===== src/logic/cwg_pkg.sv =====
// Register map, field positions, mode codes and bus carrier for the core.
package cwg_pkg;
    localparam logic [7:0] OFS_PRIMARY = 8'h00;
    localparam logic [7:0] OFS_POLARITY = 8'h04;
    localparam logic [7:0] OFS_RISE_DB = 8'h08;
    localparam logic [7:0] OFS_FALL_DB = 8'h0c;
    localparam logic [7:0] OFS_SHUTDOWN = 8'h10;
    localparam logic [7:0] OFS_SRC_SEL = 8'h14;
    localparam logic [7:0] OFS_STEERING = 8'h18;
    localparam logic [7:0] OFS_CLK_SEL = 8'h1c;
    localparam int EN_BIT = 7;
    localparam int LD_BIT = 6;
    localparam int IN_BIT = 5;
    localparam int SD_BIT = 7;
    localparam int REN_BIT = 6;
    localparam int OVERRIDE_LEVEL_SECOND_PAIR_LSB = 4;
    localparam int OVERRIDE_LEVEL_FIRST_PAIR_LSB = 2;
    localparam int LVL_LSB = 4;
    localparam logic [2:0] MODE_STEER_ASYNC = 3'h0;
    localparam logic [2:0] MODE_STEER_SYNC = 3'h1;
    localparam logic [2:0] MODE_FB_FWD = 3'h2;
    localparam logic [2:0] MODE_FB_REV = 3'h3;
    localparam logic [2:0] MODE_HALF = 3'h4;
    localparam logic [2:0] MODE_PUSH = 3'h5;
    localparam logic [1:0] OVERRIDE_LEVEL_SECOND_PAIR_RST = 2'h1;
    localparam logic [1:0] OVERRIDE_LEVEL_FIRST_PAIR_RST = 2'h1;
    localparam int ACT_TIMEOUT_DEF = 255;
    localparam int DB_W_DEF = 6;

    typedef struct packed {
        logic cyc;
        logic stb;
        logic we;
        logic [7:0] adr;
        logic [3:0] sel;
        logic [31:0] dat;
    } wb_req_t;
endpackage : cwg_pkg


===== src/logic/cwg_core.sv =====
// Complementary waveform core: dead band, steering, shutdown, bus slave.
`timescale 1ns/100ps
// Behaviour
// Rising value delays A (half) or B (full); falling delays B or D.
// Dead-band values double-buffered; loaded at once while disabled.
// When enabled, load request moves buffers at next input fall.
// Input phase shorter than dead band gives no output pulse.
// Asynchronous input edges vary dead band by one clock at most.
// Direction bit writable anytime, takes effect at next input rise.
// On direction change A/C switch at rise; new output waits dead band.
// Steering lets any set of the four outputs carry the input.
// Steer bit 0 holds the fixed level; bit 1 passes the input.
// Polarity applies only to outputs whose steer bit is set.
// In steering, shutdown overrides only the steered outputs.
// Mode 000 applies steering changes right after the write.
// Mode 001 applies steering changes at next input rise.
// Software set shutdown bit holds shutdown while it stays set.
// With auto-restart the bit clears itself; output resumes on rise.
// Active selected fault drives override levels with no software.
// Six active-low fault sources, each individually selectable.
// Faults are level sensed; shutdown stays while one is active.
// Fast oscillator kept on when selected, enabled and input active.
// Override fields set B/D and A/C levels; polarity ignored.
// Without auto-restart, software clear works only with no fault.
// Overrides stay after clear until the first input rise.
// Software programs overrides and sets shutdown before enabling.
// Mode codes 000 to 101 as listed; 110 and 111 reserved.
// Two 6-bit counters count clock periods up to the value.
// Load request cleared by hardware; set only when already enabled.
// Auto-restart clears shutdown once all selected faults are gone.
// Hardware sets shutdown bit whenever a selected fault is active.
//////////////////////////////////////////////////////////////////////////////
module cwg_core #(
    parameter int DB_W = cwg_pkg::DB_W_DEF,
    parameter int ACT_TIMEOUT = cwg_pkg::ACT_TIMEOUT_DEF
) (
    input wire logic clk,
    input wire logic rstn,
    input wire cwg_pkg::wb_req_t wb_req,
    output logic wb_ack,
    output logic [31:0] wb_dat_o,
    input wire logic data_in,
    input wire logic [5:0] fault_n,
    output logic [3:0] drive,
    output logic fast_osc_sel,
    output logic fast_osc_keep
);
    localparam int ACT_W = $clog2(ACT_TIMEOUT + 1);

    generate
        if (DB_W < 1 || DB_W > 8)
            $error("DB_W must lie between 1 and 8");
        if (ACT_TIMEOUT < 1)
            $error("ACT_TIMEOUT must be at least 1");
    endgenerate

    function automatic logic hit(input logic [7:0] a, input logic [7:0] o);
        return a == o;
    endfunction : hit

    function automatic logic [7:0] pad8(input logic [DB_W-1:0] v);
        logic [7:0] r;
        r = 8'h00;
        r[DB_W-1:0] = v;
        return r;
    endfunction : pad8

    //////////////////////////////////////////////////////////////////////////
    // Pin synchronisers: input data in bit 0, fault sources above it.
    logic [6:0] meta_ff;
    logic [6:0] sync_ff;
    logic in_d_ff;

    always_ff @(posedge clk or negedge rstn)
    begin
        if (!rstn)
        begin
            meta_ff <= 7'h7e;
            sync_ff <= 7'h7e;
            in_d_ff <= 1'b0;
        end
        else
        begin
            meta_ff <= {fault_n, data_in};
            sync_ff <= meta_ff;
            in_d_ff <= sync_ff[0];
        end
    end

    // Sampling both edges on this clock bounds the delay jitter to one
    // clock period. R05
    wire in_s = sync_ff[0];
    wire rise = in_s & ~in_d_ff;
    wire fall = ~in_s & in_d_ff;

    //////////////////////////////////////////////////////////////////////////
    // Bus slave: ack one cycle after the request, writes at the ack edge.
    logic ack_ff;
    logic [31:0] dat_ff;
    logic en_ff;
    logic ld_ff;
    logic [2:0] mode_ff;
    logic [3:0] pol_ff;
    logic [DB_W-1:0] dbr_buf_ff;
    logic [DB_W-1:0] dbf_buf_ff;
    logic [DB_W-1:0] dbr_act_ff;
    logic [DB_W-1:0] dbf_act_ff;
    logic sd_ff;
    logic ren_ff;
    logic [1:0] override_level_second_pair_ff;
    logic [1:0] override_level_first_pair_ff;
    logic [5:0] src_ff;
    logic [3:0] str_ff;
    logic [3:0] lvl_ff;
    logic clk_sel_ff;

    wire bus_req = wb_req.cyc & wb_req.stb;
    wire wr_fire = bus_req & wb_req.we & ack_ff & wb_req.sel[0];
    wire [7:0] wdat = wb_req.dat[7:0];
    wire [7:0] adr = wb_req.adr;
    wire wr_pri = wr_fire & hit(adr, cwg_pkg::OFS_PRIMARY);
    wire wr_pol = wr_fire & hit(adr, cwg_pkg::OFS_POLARITY);
    wire wr_dbr = wr_fire & hit(adr, cwg_pkg::OFS_RISE_DB);
    wire wr_dbf = wr_fire & hit(adr, cwg_pkg::OFS_FALL_DB);
    wire wr_sdc = wr_fire & hit(adr, cwg_pkg::OFS_SHUTDOWN);
    wire wr_src = wr_fire & hit(adr, cwg_pkg::OFS_SRC_SEL);
    wire wr_str = wr_fire & hit(adr, cwg_pkg::OFS_STEERING);
    wire wr_clk = wr_fire & hit(adr, cwg_pkg::OFS_CLK_SEL);

    wire [7:0] rd_byte =
        hit(adr, cwg_pkg::OFS_PRIMARY) ? {en_ff, ld_ff, 3'h0, mode_ff} :
        hit(adr, cwg_pkg::OFS_POLARITY) ? {2'h0, in_s, 1'b0, pol_ff} :
        hit(adr, cwg_pkg::OFS_RISE_DB) ? pad8(dbr_buf_ff) :
        hit(adr, cwg_pkg::OFS_FALL_DB) ? pad8(dbf_buf_ff) :
        hit(adr, cwg_pkg::OFS_SHUTDOWN) ?
            {sd_ff, ren_ff, override_level_second_pair_ff, override_level_first_pair_ff, 2'h0} :
        hit(adr, cwg_pkg::OFS_SRC_SEL) ? {2'h0, src_ff} :
        hit(adr, cwg_pkg::OFS_STEERING) ? {lvl_ff, str_ff} :
        hit(adr, cwg_pkg::OFS_CLK_SEL) ? {7'h00, clk_sel_ff} :
        8'h00;

    always_ff @(posedge clk or negedge rstn)
    begin
        if (!rstn)
        begin
            ack_ff <= 1'b0;
            dat_ff <= 32'h0000_0000;
        end
        else
        begin
            ack_ff <= bus_req & ~ack_ff;
            if (bus_req && !ack_ff)
                dat_ff <= {24'h00_0000, rd_byte};
        end
    end

    assign wb_ack = ack_ff;
    assign wb_dat_o = dat_ff;

    always_ff @(posedge clk or negedge rstn)
    begin
        if (!rstn)
        begin
            en_ff <= 1'b0;
            mode_ff <= cwg_pkg::MODE_STEER_ASYNC;
            pol_ff <= 4'h0;
            dbr_buf_ff <= '0;
            dbf_buf_ff <= '0;
            ren_ff <= 1'b0;
            override_level_second_pair_ff <= cwg_pkg::OVERRIDE_LEVEL_SECOND_PAIR_RST;
            override_level_first_pair_ff <= cwg_pkg::OVERRIDE_LEVEL_FIRST_PAIR_RST;
            src_ff <= 6'h00;
            str_ff <= 4'h0;
            lvl_ff <= 4'h0;
            clk_sel_ff <= 1'b0;
        end
        else
        begin
            if (wr_pri)
            begin
                en_ff <= wdat[cwg_pkg::EN_BIT];
                mode_ff <= wdat[2:0];
            end
            if (wr_pol)
                pol_ff <= wdat[3:0];
            if (wr_dbr)
                dbr_buf_ff <= wdat[DB_W-1:0];
            if (wr_dbf)
                dbf_buf_ff <= wdat[DB_W-1:0];
            if (wr_sdc)
            begin
                ren_ff <= wdat[cwg_pkg::REN_BIT];
                override_level_second_pair_ff <= wdat[cwg_pkg::OVERRIDE_LEVEL_SECOND_PAIR_LSB +: 2];
                override_level_first_pair_ff <= wdat[cwg_pkg::OVERRIDE_LEVEL_FIRST_PAIR_LSB +: 2];
            end
            if (wr_src)
                src_ff <= wdat[5:0];
            if (wr_str)
            begin
                str_ff <= wdat[3:0];
                lvl_ff <= wdat[cwg_pkg::LVL_LSB +: 4];
            end
            if (wr_clk)
                clk_sel_ff <= wdat[0];
        end
    end

    //////////////////////////////////////////////////////////////////////////
    // Dead-band buffers and load request.
    wire ld_set = wr_pri & wdat[cwg_pkg::LD_BIT] & en_ff;
    wire ld_take = en_ff & ld_ff & fall;
    // A set arriving with the load keeps the request pending.
    wire nxt_ld = ld_set | (ld_ff & en_ff & ~fall);

    always_ff @(posedge clk or negedge rstn)
    begin
        if (!rstn)
        begin
            ld_ff <= 1'b0;
            dbr_act_ff <= '0;
            dbf_act_ff <= '0;
        end
        else
        begin
            ld_ff <= nxt_ld;
            if (!en_ff || ld_take)
            begin
                dbr_act_ff <= dbr_buf_ff;
                dbf_act_ff <= dbf_buf_ff;
            end
        end
    end

    // One counter runs while the input is high, the other while it is low;
    // both saturate so a long phase cannot wrap back under the value.
    logic [DB_W-1:0] cnt_hi_ff;
    logic [DB_W-1:0] cnt_lo_ff;
    wire [DB_W-1:0] cnt_max = '1;

    always_ff @(posedge clk or negedge rstn)
    begin
        if (!rstn)
        begin
            cnt_hi_ff <= '0;
            cnt_lo_ff <= '0;
        end
        else
        begin
            cnt_hi_ff <= !in_s ? '0 :
                (cnt_hi_ff == cnt_max ? cnt_hi_ff : cnt_hi_ff + 1'b1);
            cnt_lo_ff <= in_s ? '0 :
                (cnt_lo_ff == cnt_max ? cnt_lo_ff : cnt_lo_ff + 1'b1);
        end
    end

    wire hi_r_done = cnt_hi_ff >= dbr_act_ff;
    wire hi_f_done = cnt_hi_ff >= dbf_act_ff;
    wire lo_f_done = cnt_lo_ff >= dbf_act_ff;

    //////////////////////////////////////////////////////////////////////////
    // Mode decode, direction, push-pull sequencer, steering shadow.
    wire is_steer = (mode_ff == cwg_pkg::MODE_STEER_ASYNC) |
                    (mode_ff == cwg_pkg::MODE_STEER_SYNC);
    wire is_fb = (mode_ff == cwg_pkg::MODE_FB_FWD) |
                 (mode_ff == cwg_pkg::MODE_FB_REV);
    wire is_half = mode_ff == cwg_pkg::MODE_HALF;
    wire is_push = mode_ff == cwg_pkg::MODE_PUSH;

    logic dir_ff;
    logic chg_ff;
    logic pp_ff;
    logic [3:0] str_act_ff;
    logic [3:0] lvl_act_ff;
    wire ovr_now;

    wire fb_rise = rise & is_fb;
    // Use the new direction in the very rise cycle so that the old
    // modulated output gives no stray pulse. R06 R07
    wire dir_now = fb_rise ? mode_ff[0] : dir_ff;
    wire chg_now = fb_rise ? (mode_ff[0] != dir_ff) : chg_ff;
    wire str_upd = (mode_ff != cwg_pkg::MODE_STEER_SYNC) | rise;

    always_ff @(posedge clk or negedge rstn)
    begin
        if (!rstn)
        begin
            dir_ff <= 1'b0;
            chg_ff <= 1'b0;
            pp_ff <= 1'b0;
            str_act_ff <= 4'h0;
            lvl_act_ff <= 4'h0;
        end
        else
        begin
            dir_ff <= dir_now;
            chg_ff <= chg_now & ~fall;
            pp_ff <= (!en_ff || ovr_now) ? 1'b0 : (pp_ff ^ fall);
            if (str_upd)
            begin
                str_act_ff <= str_ff;
                lvl_act_ff <= lvl_ff;
            end
        end
    end

    //////////////////////////////////////////////////////////////////////////
    // Shutdown state and override hold.
    wire fault_any = |(~sync_ff[6:1] & src_ff);
    wire sw_sd_set = wr_sdc & wdat[cwg_pkg::SD_BIT];
    wire sw_sd_clr = wr_sdc & ~wdat[cwg_pkg::SD_BIT] & ~ren_ff &
                     ~fault_any;
    wire auto_clr = ren_ff & ~fault_any;
    // Setting sources win over every clear.
    wire nxt_sd = fault_any | sw_sd_set |
                  (sd_ff & ~sw_sd_clr & ~auto_clr);
    logic ovr_ff;
    assign ovr_now = ovr_ff | sd_ff | fault_any;
    // Disabled sets the override hold, so every start begins overridden. R23
    wire nxt_ovr = ~en_ff | sd_ff | fault_any | (ovr_ff & ~rise);

    always_ff @(posedge clk or negedge rstn)
    begin
        if (!rstn)
        begin
            sd_ff <= 1'b0;
            ovr_ff <= 1'b1;
        end
        else
        begin
            sd_ff <= nxt_sd;
            ovr_ff <= nxt_ovr;
        end
    end

    //////////////////////////////////////////////////////////////////////////
    // Waveforms in {D, C, B, A} order, then polarity and override.
    wire hb_a = in_s & hi_r_done;
    wire hb_b = ~in_s & lo_f_done;
    wire fb_ok = ~chg_now | (dir_now ? hi_r_done : hi_f_done);
    wire fb_mod = in_s & fb_ok;
    wire [3:0] fb_wave = dir_now ? {1'b0, 1'b1, fb_mod, 1'b0} :
                                   {fb_mod, 1'b0, 1'b0, 1'b1};
    wire pp_a = in_s & ~pp_ff;
    wire pp_b = in_s & pp_ff;
    wire [3:0] wave = is_fb ? fb_wave :
                      is_half ? {hb_b, hb_a, hb_b, hb_a} :
                      is_push ? {pp_b, pp_a, pp_b, pp_a} :
                      4'h0;
    // Steered outputs carry the input with polarity; others hold level.
    wire [3:0] steer_norm = (str_act_ff & ({4{in_s}} ^ pol_ff)) |
                            (~str_act_ff & lvl_act_ff);
    wire [3:0] norm = is_steer ? steer_norm :
                      (is_fb | is_half | is_push) ? (wave ^ pol_ff) :
                      4'h0;
    wire [3:0] ovr_lvl = {override_level_second_pair_ff[0], override_level_first_pair_ff[0],
                          override_level_second_pair_ff[1], override_level_first_pair_ff[1]};
    wire [3:0] affected = is_steer ? str_act_ff : 4'hf;
    wire [3:0] nxt_out = !en_ff ? 4'h0 :
        !ovr_now ? norm :
        (affected & ovr_lvl) | (~affected & norm);

    logic [3:0] out_ff;

    always_ff @(posedge clk or negedge rstn)
    begin
        if (!rstn)
            out_ff <= 4'h0;
        else
            out_ff <= nxt_out;
    end

    assign drive = out_ff;

    //////////////////////////////////////////////////////////////////////////
    // Sleep support: keep the fast oscillator while the input toggles.
    logic [ACT_W-1:0] act_ff;

    always_ff @(posedge clk or negedge rstn)
    begin
        if (!rstn)
            act_ff <= '0;
        else if (rise || fall)
            act_ff <= ACT_W'(ACT_TIMEOUT);
        else if (act_ff != '0)
            act_ff <= act_ff - 1'b1;
    end

    assign fast_osc_sel = clk_sel_ff;
    assign fast_osc_keep = en_ff & clk_sel_ff & (act_ff != '0);
endmodule : cwg_core


===== config.mk =====
export PLATFORM = sky130hd
export DESIGN_NAME = cwg_core
export DESIGN_NICKNAME = d
export VERILOG_FILES = /design/src/logic/cwg_pkg.sv /design/src/logic/cwg_core.sv
export SDC_FILE = /design/constraint.sdc
export NUM_CORES = 1
export LEC_CHECK = 0
export BUFFER_PORTS_ARGS = -buffer_cell sky130_fd_sc_hd__buf_2
export CORE_MARGIN = 2
export CORE_UTILIZATION = 61
export DETAILED_ROUTE_END_ITERATION = 8
export HOLD_SLACK_MARGIN = 0.1
export PLACE_DENSITY = 0.85
export SLEW_MARGIN = 15
export SYNTH_ARGS = -nofsm -noshare
export SYNTH_HDL_FRONTEND = slang
export SYNTH_SLANG_ARGS = --single-unit

===== constraint.sdc =====
create_clock -name clk -period 5.97 [get_ports clk]
set_clock_uncertainty 0.15 [all_clocks]
set_input_delay 0.8955 -clock clk [delete_from_list [all_inputs] [get_ports clk]]
set_output_delay 0.8955 -clock clk [all_outputs]
set_load 0.01 [all_outputs]

Word-level counts from Yosys, hierarchy flattened

Cells that the tools add are included.

Equal/unequal tests: 18
Order comparisons: 3
Bitwise logic cells: 77
Add/subtract/negate cells: 3
Reductions and logical operators: 11
Multiplexer cells: 27

Operator list:

| cell                                             | number |
|---|---|
| 2-to-1 mux 8 bit                                 | 9 |
| bitwise AND 1 bit                                | 37 |
| 2-to-1 mux 4 bit                                 | 9 |
| == test 8 x 5 -> 1 bit, second input constant    | 4 |
| 2-to-1 mux 6 bit                                 | 4 |
| greater-or-equal comparator 6 bit                | 3 |
| bitwise AND 4 bit                                | 4 |
| == test 8 x 4 -> 1 bit, second input constant    | 2 |
| bitwise OR 1 bit                                 | 14 |
| NOT 1 bit                                        | 13 |
| adder 6 x 1 -> 6 bit, second input constant      | 2 |
| == test 6 bit, second input constant             | 2 |
| == test 8 x 3 -> 1 bit, second input constant    | 1 |
| zero test 8 bit                                  | 1 |
| NOT 4 bit                                        | 2 |
| bitwise OR 4 bit                                 | 2 |
| nonzero test 8 bit                               | 1 |
| subtractor 8 x 1 -> 8 bit, second input constant | 1 |
| bitwise XOR 4 bit                                | 2 |
| bitwise AND 6 bit                                | 1 |
| == test 3 x 2 -> 1 bit, second input constant    | 2 |
| == test 3 bit, second input constant             | 2 |
| NOT 6 bit                                        | 1 |
| OR reduction 6 bit                               | 1 |
| 11 further kinds                                 | 19 |

Bits in registers: 114
Word-level logic and storage cells: 170
Input port bits: 56
Output and inout port bits: 39

Logic depth before layout (Yosys ltp)

Gate-level depths: netlist (run 1).

Depth after elaboration: 16
Depth in mapped cells: 8
Gate-level depth less buffers: 8

Worst setup path after synthesis (run 1)

OpenSTA, ideal clock, no wires.

Path kind: register to register
From: register sync_ff[0]
To: register dbf_act_ff[1]
Buffers on the path: 3
Data required time: 5695 ps
Slack: 3419 ps
Arrival time: 2276 ps
Cell stages (with the launch flop): 8
Cell sequence: dfrtp_1 -> buf_2 -> clkbuf_1 -> inv_1 -> ha_1 -> a21boi_0 -> clkbuf_1 -> mux2_2

Word-level cells in the longest chain between the ends: 4

RTL lines:

| what                   | line            | source |
|---|---|---|
| start, declared        | cwg_core.sv:71  | `logic [6:0] sync_ff;` |
| start signal, assigned | cwg_core.sv:85  | `sync_ff <= meta_ff;` |
| NOT 1 bit              | cwg_core.sv:94  | `wire fall = ~in_s & in_d_ff;` |
| bitwise AND 1 bit      | cwg_core.sv:94  |  |
| bitwise AND 1 bit      | cwg_core.sv:211 | `wire ld_take = en_ff & ld_ff & fall;` |
| logical OR 1 bit       | cwg_core.sv:226 | `if (!en_ff \|\| ld_take)` |
| end signal, assigned   | cwg_core.sv:229 | `dbf_act_ff <= dbf_buf_ff;` |
| end, declared          | cwg_core.sv:107 | `logic [DB_W-1:0] dbf_act_ff;` |

Every way passes these cells.
A chain may end at the register's enable or synchronous reset.

Worst setup path in the final report (run 1)

From: register act_ff[4]
To: output fast_osc_keep

Word-level cells in the longest chain between the ends: 2

RTL lines:

| what                   | line            | source |
|---|---|---|
| start, declared        | cwg_core.sv:376 | `logic [ACT_W-1:0] act_ff;` |
| start signal, assigned | cwg_core.sv:383 | `act_ff <= ACT_W'(ACT_TIMEOUT);` |
| start signal, assigned | cwg_core.sv:385 | `act_ff <= act_ff - 1'b1;` |
| nonzero test 8 bit     | cwg_core.sv:389 | `assign fast_osc_keep = en_ff & clk_sel_ff & (act_ff != '0);` |
| bitwise AND 1 bit      | cwg_core.sv:389 |  |
| end, declared          | cwg_core.sv:46  | `output logic fast_osc_keep` |

Every way passes these cells.

==> results of run 1 <==
[per-layer routing]
layer	up-vias	track usage, %
li1	2039	-
met1	2242	39.4
met2	237	45.4
met3	32	6.92
met4	0	11.2
met5	-	0
[metrics by stage]
| step | util [%] | instances | area, sq um |
|---|---|---|---|
| after floorplan | - | 577 | 6080 |
| after global placement | 64.5 | 714 | 6220 |
| after detailed placement | 64.5 | 714 | 6220 |
| after CTS | 70.8 | 746 | 6830 |
| after global routing | 70.8 | 746 | 6830 |
| final | 70.8 | 746 | 6830 |
[cell usage in the layout (no fill, tap or decap), drive strengths merged, types with 3 or more instances in the layout]
master   count
o2111ai      5
nor2        28
clkinv       7
nand3       17
or2          4
xor2         7
nand4b       3
a21oi       21
or3          4
nand2b      12
inv         26
conb        24
a31oi        5
nor2b        7
o21ai       34
o22ai        3
nor4         4
dfstp       15
and2         6
mux2        61
clkbuf      21
nand2       38
ha          24
xnor2        5
nand3b       7
dfrtp       99
and3         8
a22oi        3
nor3b        6
o211ai       5
a211oi       6
mux2i        9
bufinv       4
o31ai        3
nand4        4
o21a         5
buf         45
nor3         8
[worst max path at each step]
stage	startpoint	endpoint	slack [ns]	cells past startpoint
after floorplan	sync_ff[0]$_DFF_PN0_	dbf_act_ff[1]$_DFFE_PN0P_	3.42	7
after global placement	wb_req[43]	lvl_ff[2]$_DFFE_PN0P_	3.02	6
after detailed placement	wb_req[43]	lvl_ff[2]$_DFFE_PN0P_	3.03	6
after CTS	act_ff[4]$_DFFE_PN0P_	fast_osc_keep	2.91	4
after global routing	act_ff[4]$_DFFE_PN0P_	fast_osc_keep	2.73	4
final	act_ff[4]$_DFFE_PN0P_	fast_osc_keep	2.95	4
[state kept, by name, summed over array words and instances, names as in the netlist, 2 cells and up]
signal / cells
act_ff: 8
wb_dat_o: 8
meta_ff: 7
sync_ff: 7
cnt_hi_ff: 6
cnt_lo_ff: 6
dbf_act_ff: 6
dbf_buf_ff: 6
dbr_act_ff: 6
dbr_buf_ff: 6
src_ff: 6
drive: 4
lvl_act_ff: 4
lvl_ff: 4
pol_ff: 4
str_act_ff: 4
str_ff: 4
mode_ff: 3
override_level_first_pair_ff: 2
override_level_second_pair_ff: 2
[cell families (layout without fill, tap and decap cells)]
logic type	Yosys count	after routing	synth area share (%)
AO/OA/AOI/OAI	108	108	11.7
XOR/XNOR	12	12	1.75
adder cells (fa/ha/maj)	24	24	5.01
buffers and inverters	67	103	5.87
flip-flops	114	114	47.9
multiplexers	70	70	13.0
other	1	24	0.0626
AND/OR/NAND/NOR	158	158	14.6
[cell usage after synthesis, types with 3 or more instances]
library cell / n
a21oi_1: 21
and3_1: 8
nand3b_1: 6
or2_2: 4
nand2b_1: 12
ha_1: 24
clkbuf_1: 9
a31oi_1: 5
o21ai_0: 33
a211oi_1: 6
nor3b_1: 4
dfrtp_1: 99
inv_1: 26
o22ai_1: 3
mux2i_1: 9
buf_2: 5
nor2b_1: 7
nor3_1: 8
o2111ai_1: 5
nand4_1: 4
nand4b_1: 3
nand2_1: 38
o211ai_1: 5
nand3_1: 17
or3_1: 4
xor2_1: 7
nor2_1: 27
buf_4: 25
mux2_2: 61
xnor2_1: 5
dfstp_2: 15
o21a_1: 5
a22oi_1: 3
and2_1: 5
[worst max-delay path, stage by stage, from the launching register on]
cell and delay, ns:
dfrtp_1 0.42, nor3_1 0.25, nand4b_1 0.34, and3_1 0.31, buf_2 0.14
[cell type report]
type	count	area, sq um
Fill cell	677	2810
Tap cell	133	166
Clock inverter	11	159
Multi-Input combinational cell	396	2850
Sequential cell	114	2870
Timing Repair Buffer	45	233
Inverter	26	97.6
Clock buffer	21	449
[power by group through the flow]
stage          Clock [mW]  Combinational, mW  Sequential (mW)
2_1_floorplan           0             0.0675            0.812
3_3_place_gp            0             0.0933            0.816
3_5_place_dp            0             0.0976            0.817
4_1_cts              1.04             0.0994            0.804
5_1_grt              1.08              0.114            0.806
6_report             1.04             0.0998            0.804
==> results.ini, run 1 <==
[run_status]
status=complete, no violations

[logic_synthesis]
synth_top_cell_area_share_pct=41.4
yosysUniqueCellTypes=63
synth_edf_count=0
ys_ff_latch=114
synthCells=554
ys_top_cells_by_area=dfrtp_1, mux2_2, dfstp_2
netlist_area_sq_um=5990
ys_warn_count=0
synth-seq-area-share_pct=47.9
synth_area_leader_cell=dfrtp_1
synthFlopType=dfrtp_1
avgSynthCellArea_sq_um=10.8
synth-async-reset-ratio_pct=100

[cts]
htree_levels=4
clock_latency_ns=0.52
cts_buffer_depth=2
clk_pin_slew_ns=0.06
cts_hold_buf=0
cts_tree=built
post_cts_resized=0
cts_buffers=17
cts_root_buf=clkbuf_8
clock-sinks=114
cts_setup_buffers=0

[setup_path]
reg2reg_setup_slack_ns=3.03
start_kind=flip-flop
reg2reg_depth=6
r2r-start=sync_ff[0]$_DFF_PN0_
path_max_fanout=8
worstReg2RegEnd=drive[3]$_DFF_PN0_
required_ns=4.92
crit_type=flip-flop to primary output
crit_path_end_kind=primary output
cp.arrival_ns=1.98

[timing]
worstMarginPinSlew_ns=0.784
setup_viol=0
final.setup.tns_ns=0
final.period_utilization_pct=50.6
fmax_ghz=0.331
slew_violations=0
hold_slack_ns=0.201
setup_ws_ns=2.95
rsz0062_at_grt=no
min_period_ns=3.02
slew-limit-headroom_pct=47.7
hold_violations=0

[drt]
drt_wl_total_um=14300
routed.top_layer=met4
first_pass_iters=7
vias_per_cell=6.10
route.vias.total=4550
routed-wl-met2_um=6970
wl_met1_um=5960
wire_per_inst_um=19.2
ant_nets=0
drt-initial-drc-count=429
drt_drc_violations_left=0
met3WireLength_um=1080

[pwr]
leakagePower_nw=3.22
p_switching_mw=0.424
power.density_nw_per_um2=284
comb_power_share_pct=5.1
pwr-share-seq_pct=41.4
p_total_mw=1.94
internal-power_mw=1.52
ir_drop_mv=0.253
swShare_pct=21.8
pwr-share-clk_pct=53.4

[floorplan]
die_area_sq_um=10600
die_h_um=103
die_w_um=103
core_area_sq_um=9640
io_pins=95
rows=36
initial_core_util_pct=62.1

[run]
maxCapViolCount=0

[place]
io_buffer_count=43
pre_cts_slack_ns=3.03
dpl.hpwl_um=9900
place_congestion=0.990

[final_layout]
fin_nets=680
drive_gt1_share_pct=27.1
syn_to_final_growth_pct=14.0
diodes=0

[global_routing]
track_usage_pct=29.0
grt_pass1_vias=4516
grt_pass1_wl_um=22900
antenna_found_initial=0
grt_max_degree=64
grt_overflow=0

[worst_hold_path]
hp-class=flip-flop to flip-flop
hold_start=meta_ff[0]$_DFF_PN0_
hold_end=sync_ff[0]$_DFF_PN0_
min_path_cells=0

(Power assumes the default switching activity.)
==> run 2, diff against run 1 <==
Settings changed: CORE_UTILIZATION 61 to 57, PLACE_DENSITY 0.85 to 0.8.
Clock period 5.97 ns to 2.96 ns, I/O delays scaled along.
==> run 2 against run 1 <==
Against the previous run:
- utilization decreased by 3.1 points
- sequential share of layout area decreased by 0.83 points
- critical endpoint unchanged
- non-clock buffer count increased by 14
- routed wire length increased by 0.17%
- critical path depth unchanged
==> results.ini, run 2 (synthesis results as in run 1) <==
[global_routing]
antenna_found_initial=0
grt_overflow=0
grt_max_degree=51
grt_pass1_vias=4641
track_usage_pct=27.1
grt_pass1_wl_um=23500

[setup_path]
start_kind=flip-flop
crit_path_end_kind=primary output
required_ns=2.37
reg2reg_setup_slack_ns=0.50
path_max_fanout=8
cp.arrival_ns=1.96
crit_type=flip-flop to primary output

[drt]
wire_per_inst_um=18.8
drt_wl_total_um=14300
ant_nets=0
drt_drc_violations_left=0
first_pass_iters=5
routed-wl-met2_um=6980
wl_met1_um=6070
met3WireLength_um=944
routed.top_layer=met4
drt-initial-drc-count=398
vias_per_cell=6.07
route.vias.total=4632

[floorplan]
core_area_sq_um=10300
die_h_um=107
io_pins=95
die_w_um=107
die_area_sq_um=11300
initial_core_util_pct=58.3
rows=37

[run_status]
status=complete, no violations

[final_layout]
final_common_cell=dfrtp_1
fin_nets=694
diodes=0
syn_to_final_growth_pct=16.3
post-route-cell-area_sq_um=6970
final_cell_mix=dfrtp_1, mux2_2, buf_2
instances_no_fill=763
drive_gt1_share_pct=27.3
fillers=768

[timing]
worstMarginPinSlew_ns=0.752
setup_viol=0
final.setup.tns_ns=0
hold_violations=0
final.period_utilization_pct=86.3
min_period_ns=2.56
fmax_ghz=0.391
slew_violations=0
rsz0062_at_grt=no
slew-limit-headroom_pct=49.5

[place]
post_dp_cell_area_sq_um=6260
place_congestion=0.934
io_buffer_count=43
dpl.hpwl_um=9970
dp.cells=720

[pwr]
ir_drop_mv=0.341
power.density_nw_per_um2=557
leakagePower_nw=3.26

[cts]
cts_tree=built
post_cts_resized=0
cts_buffers=17
clk_pin_slew_ns=0.06
cts_root_buf=clkbuf_8
cts_buffer_depth=2
htree_levels=4
clock_latency_ns=0.53
clock-sinks=114

[worst_hold_path]
hp-class=input port to flip-flop

[run]
maxCapViolCount=0

-- run 2: routing by layer --
layer	vias to the layer above	GRT usage [%]
li1	2069	-
met1	2316	35.9
met2	214	43.9
met3	33	6.56
met4	0	9.37
met5	-	0
-- run 2: worst paths after layout --
check	depth (start not counted)	from	endpoint
worst min-delay path	2	wb_req[1]	dbf_buf_ff[1]$_DFFE_PN0P_
max in group asynchronous	3	rstn	override_level_first_pair_ff[0]$_DFFE_PN1P_
worst max-delay path	4	act_ff[4]$_DFFE_PN0P_	fast_osc_keep
min in group asynchronous	2	rstn	src_ff[2]$_DFFE_PN0P_
worst max register to register	8	cnt_hi_ff[0]$_DFFE_PN0P_	drive[0]$_DFF_PN0_
worst min register to register	0	meta_ff[0]$_DFF_PN0_	sync_ff[0]$_DFF_PN0_
-- run 2: cell type report --
| class | instances | area [sq um] | share of cell area, % |
|---|---|---|---|
| sequential | 114 | 2870 | 41.2 |
| multi-input combinational | 396 | 2850 | 40.9 |
| clock buffer | 17 | 414 | 5.94 |
| timing repair buffer | 59 | 378 | 5.42 |
| clock inverter | 15 | 183 | 2.62 |
| tap | 136 | 170 | 2.44 |
| inverter | 26 | 97.6 | 1.40 |
-- run 2: report_power, final --
part | leakage, nW | switching, mW | total (mW) | internal (mW)
combinational | 1.50 | 0.146 | 0.222 | 0.0759
sequential | 1.47 | 0.0235 | 1.62 | 1.59
clock | 0.281 | 0.755 | 2.04 | 1.29
-- run 2: timing repair --
| action | 4_1_cts | 5_1_grt |
|---|---|---|
| buffers inserted | 0 | 0 |
| hold buffers | 10 | 1 |
| hold endpoints to repair | 45 | 2 |
-- run 2: per-stage QoR --
| stage | hold WS, ns | total power, mW | utilization, % | setup WS [ns] |
|---|---|---|---|---|
| after global routing | 0.113 | 4.02 | 67.8 | 0.198 |
| after detailed placement | 0.197 | 1.85 | 60.9 | 0.493 |
| after floorplan | -0.00159 | 1.77 | - | 0.409 |
| final | 0.123 | 3.88 | 67.8 | 0.405 |
| after global placement | 0.195 | 1.84 | 60.9 | 0.490 |
| after CTS | 0.100 | 3.89 | 67.7 | 0.372 |
-- run 2: worst max-delay path, cell delays in order (launching register included) --
cell and delay, ns:
dfrtp_1 0.41, nor3_1 0.25, nand4b_1 0.33, and3_1 0.31, buf_2 0.13
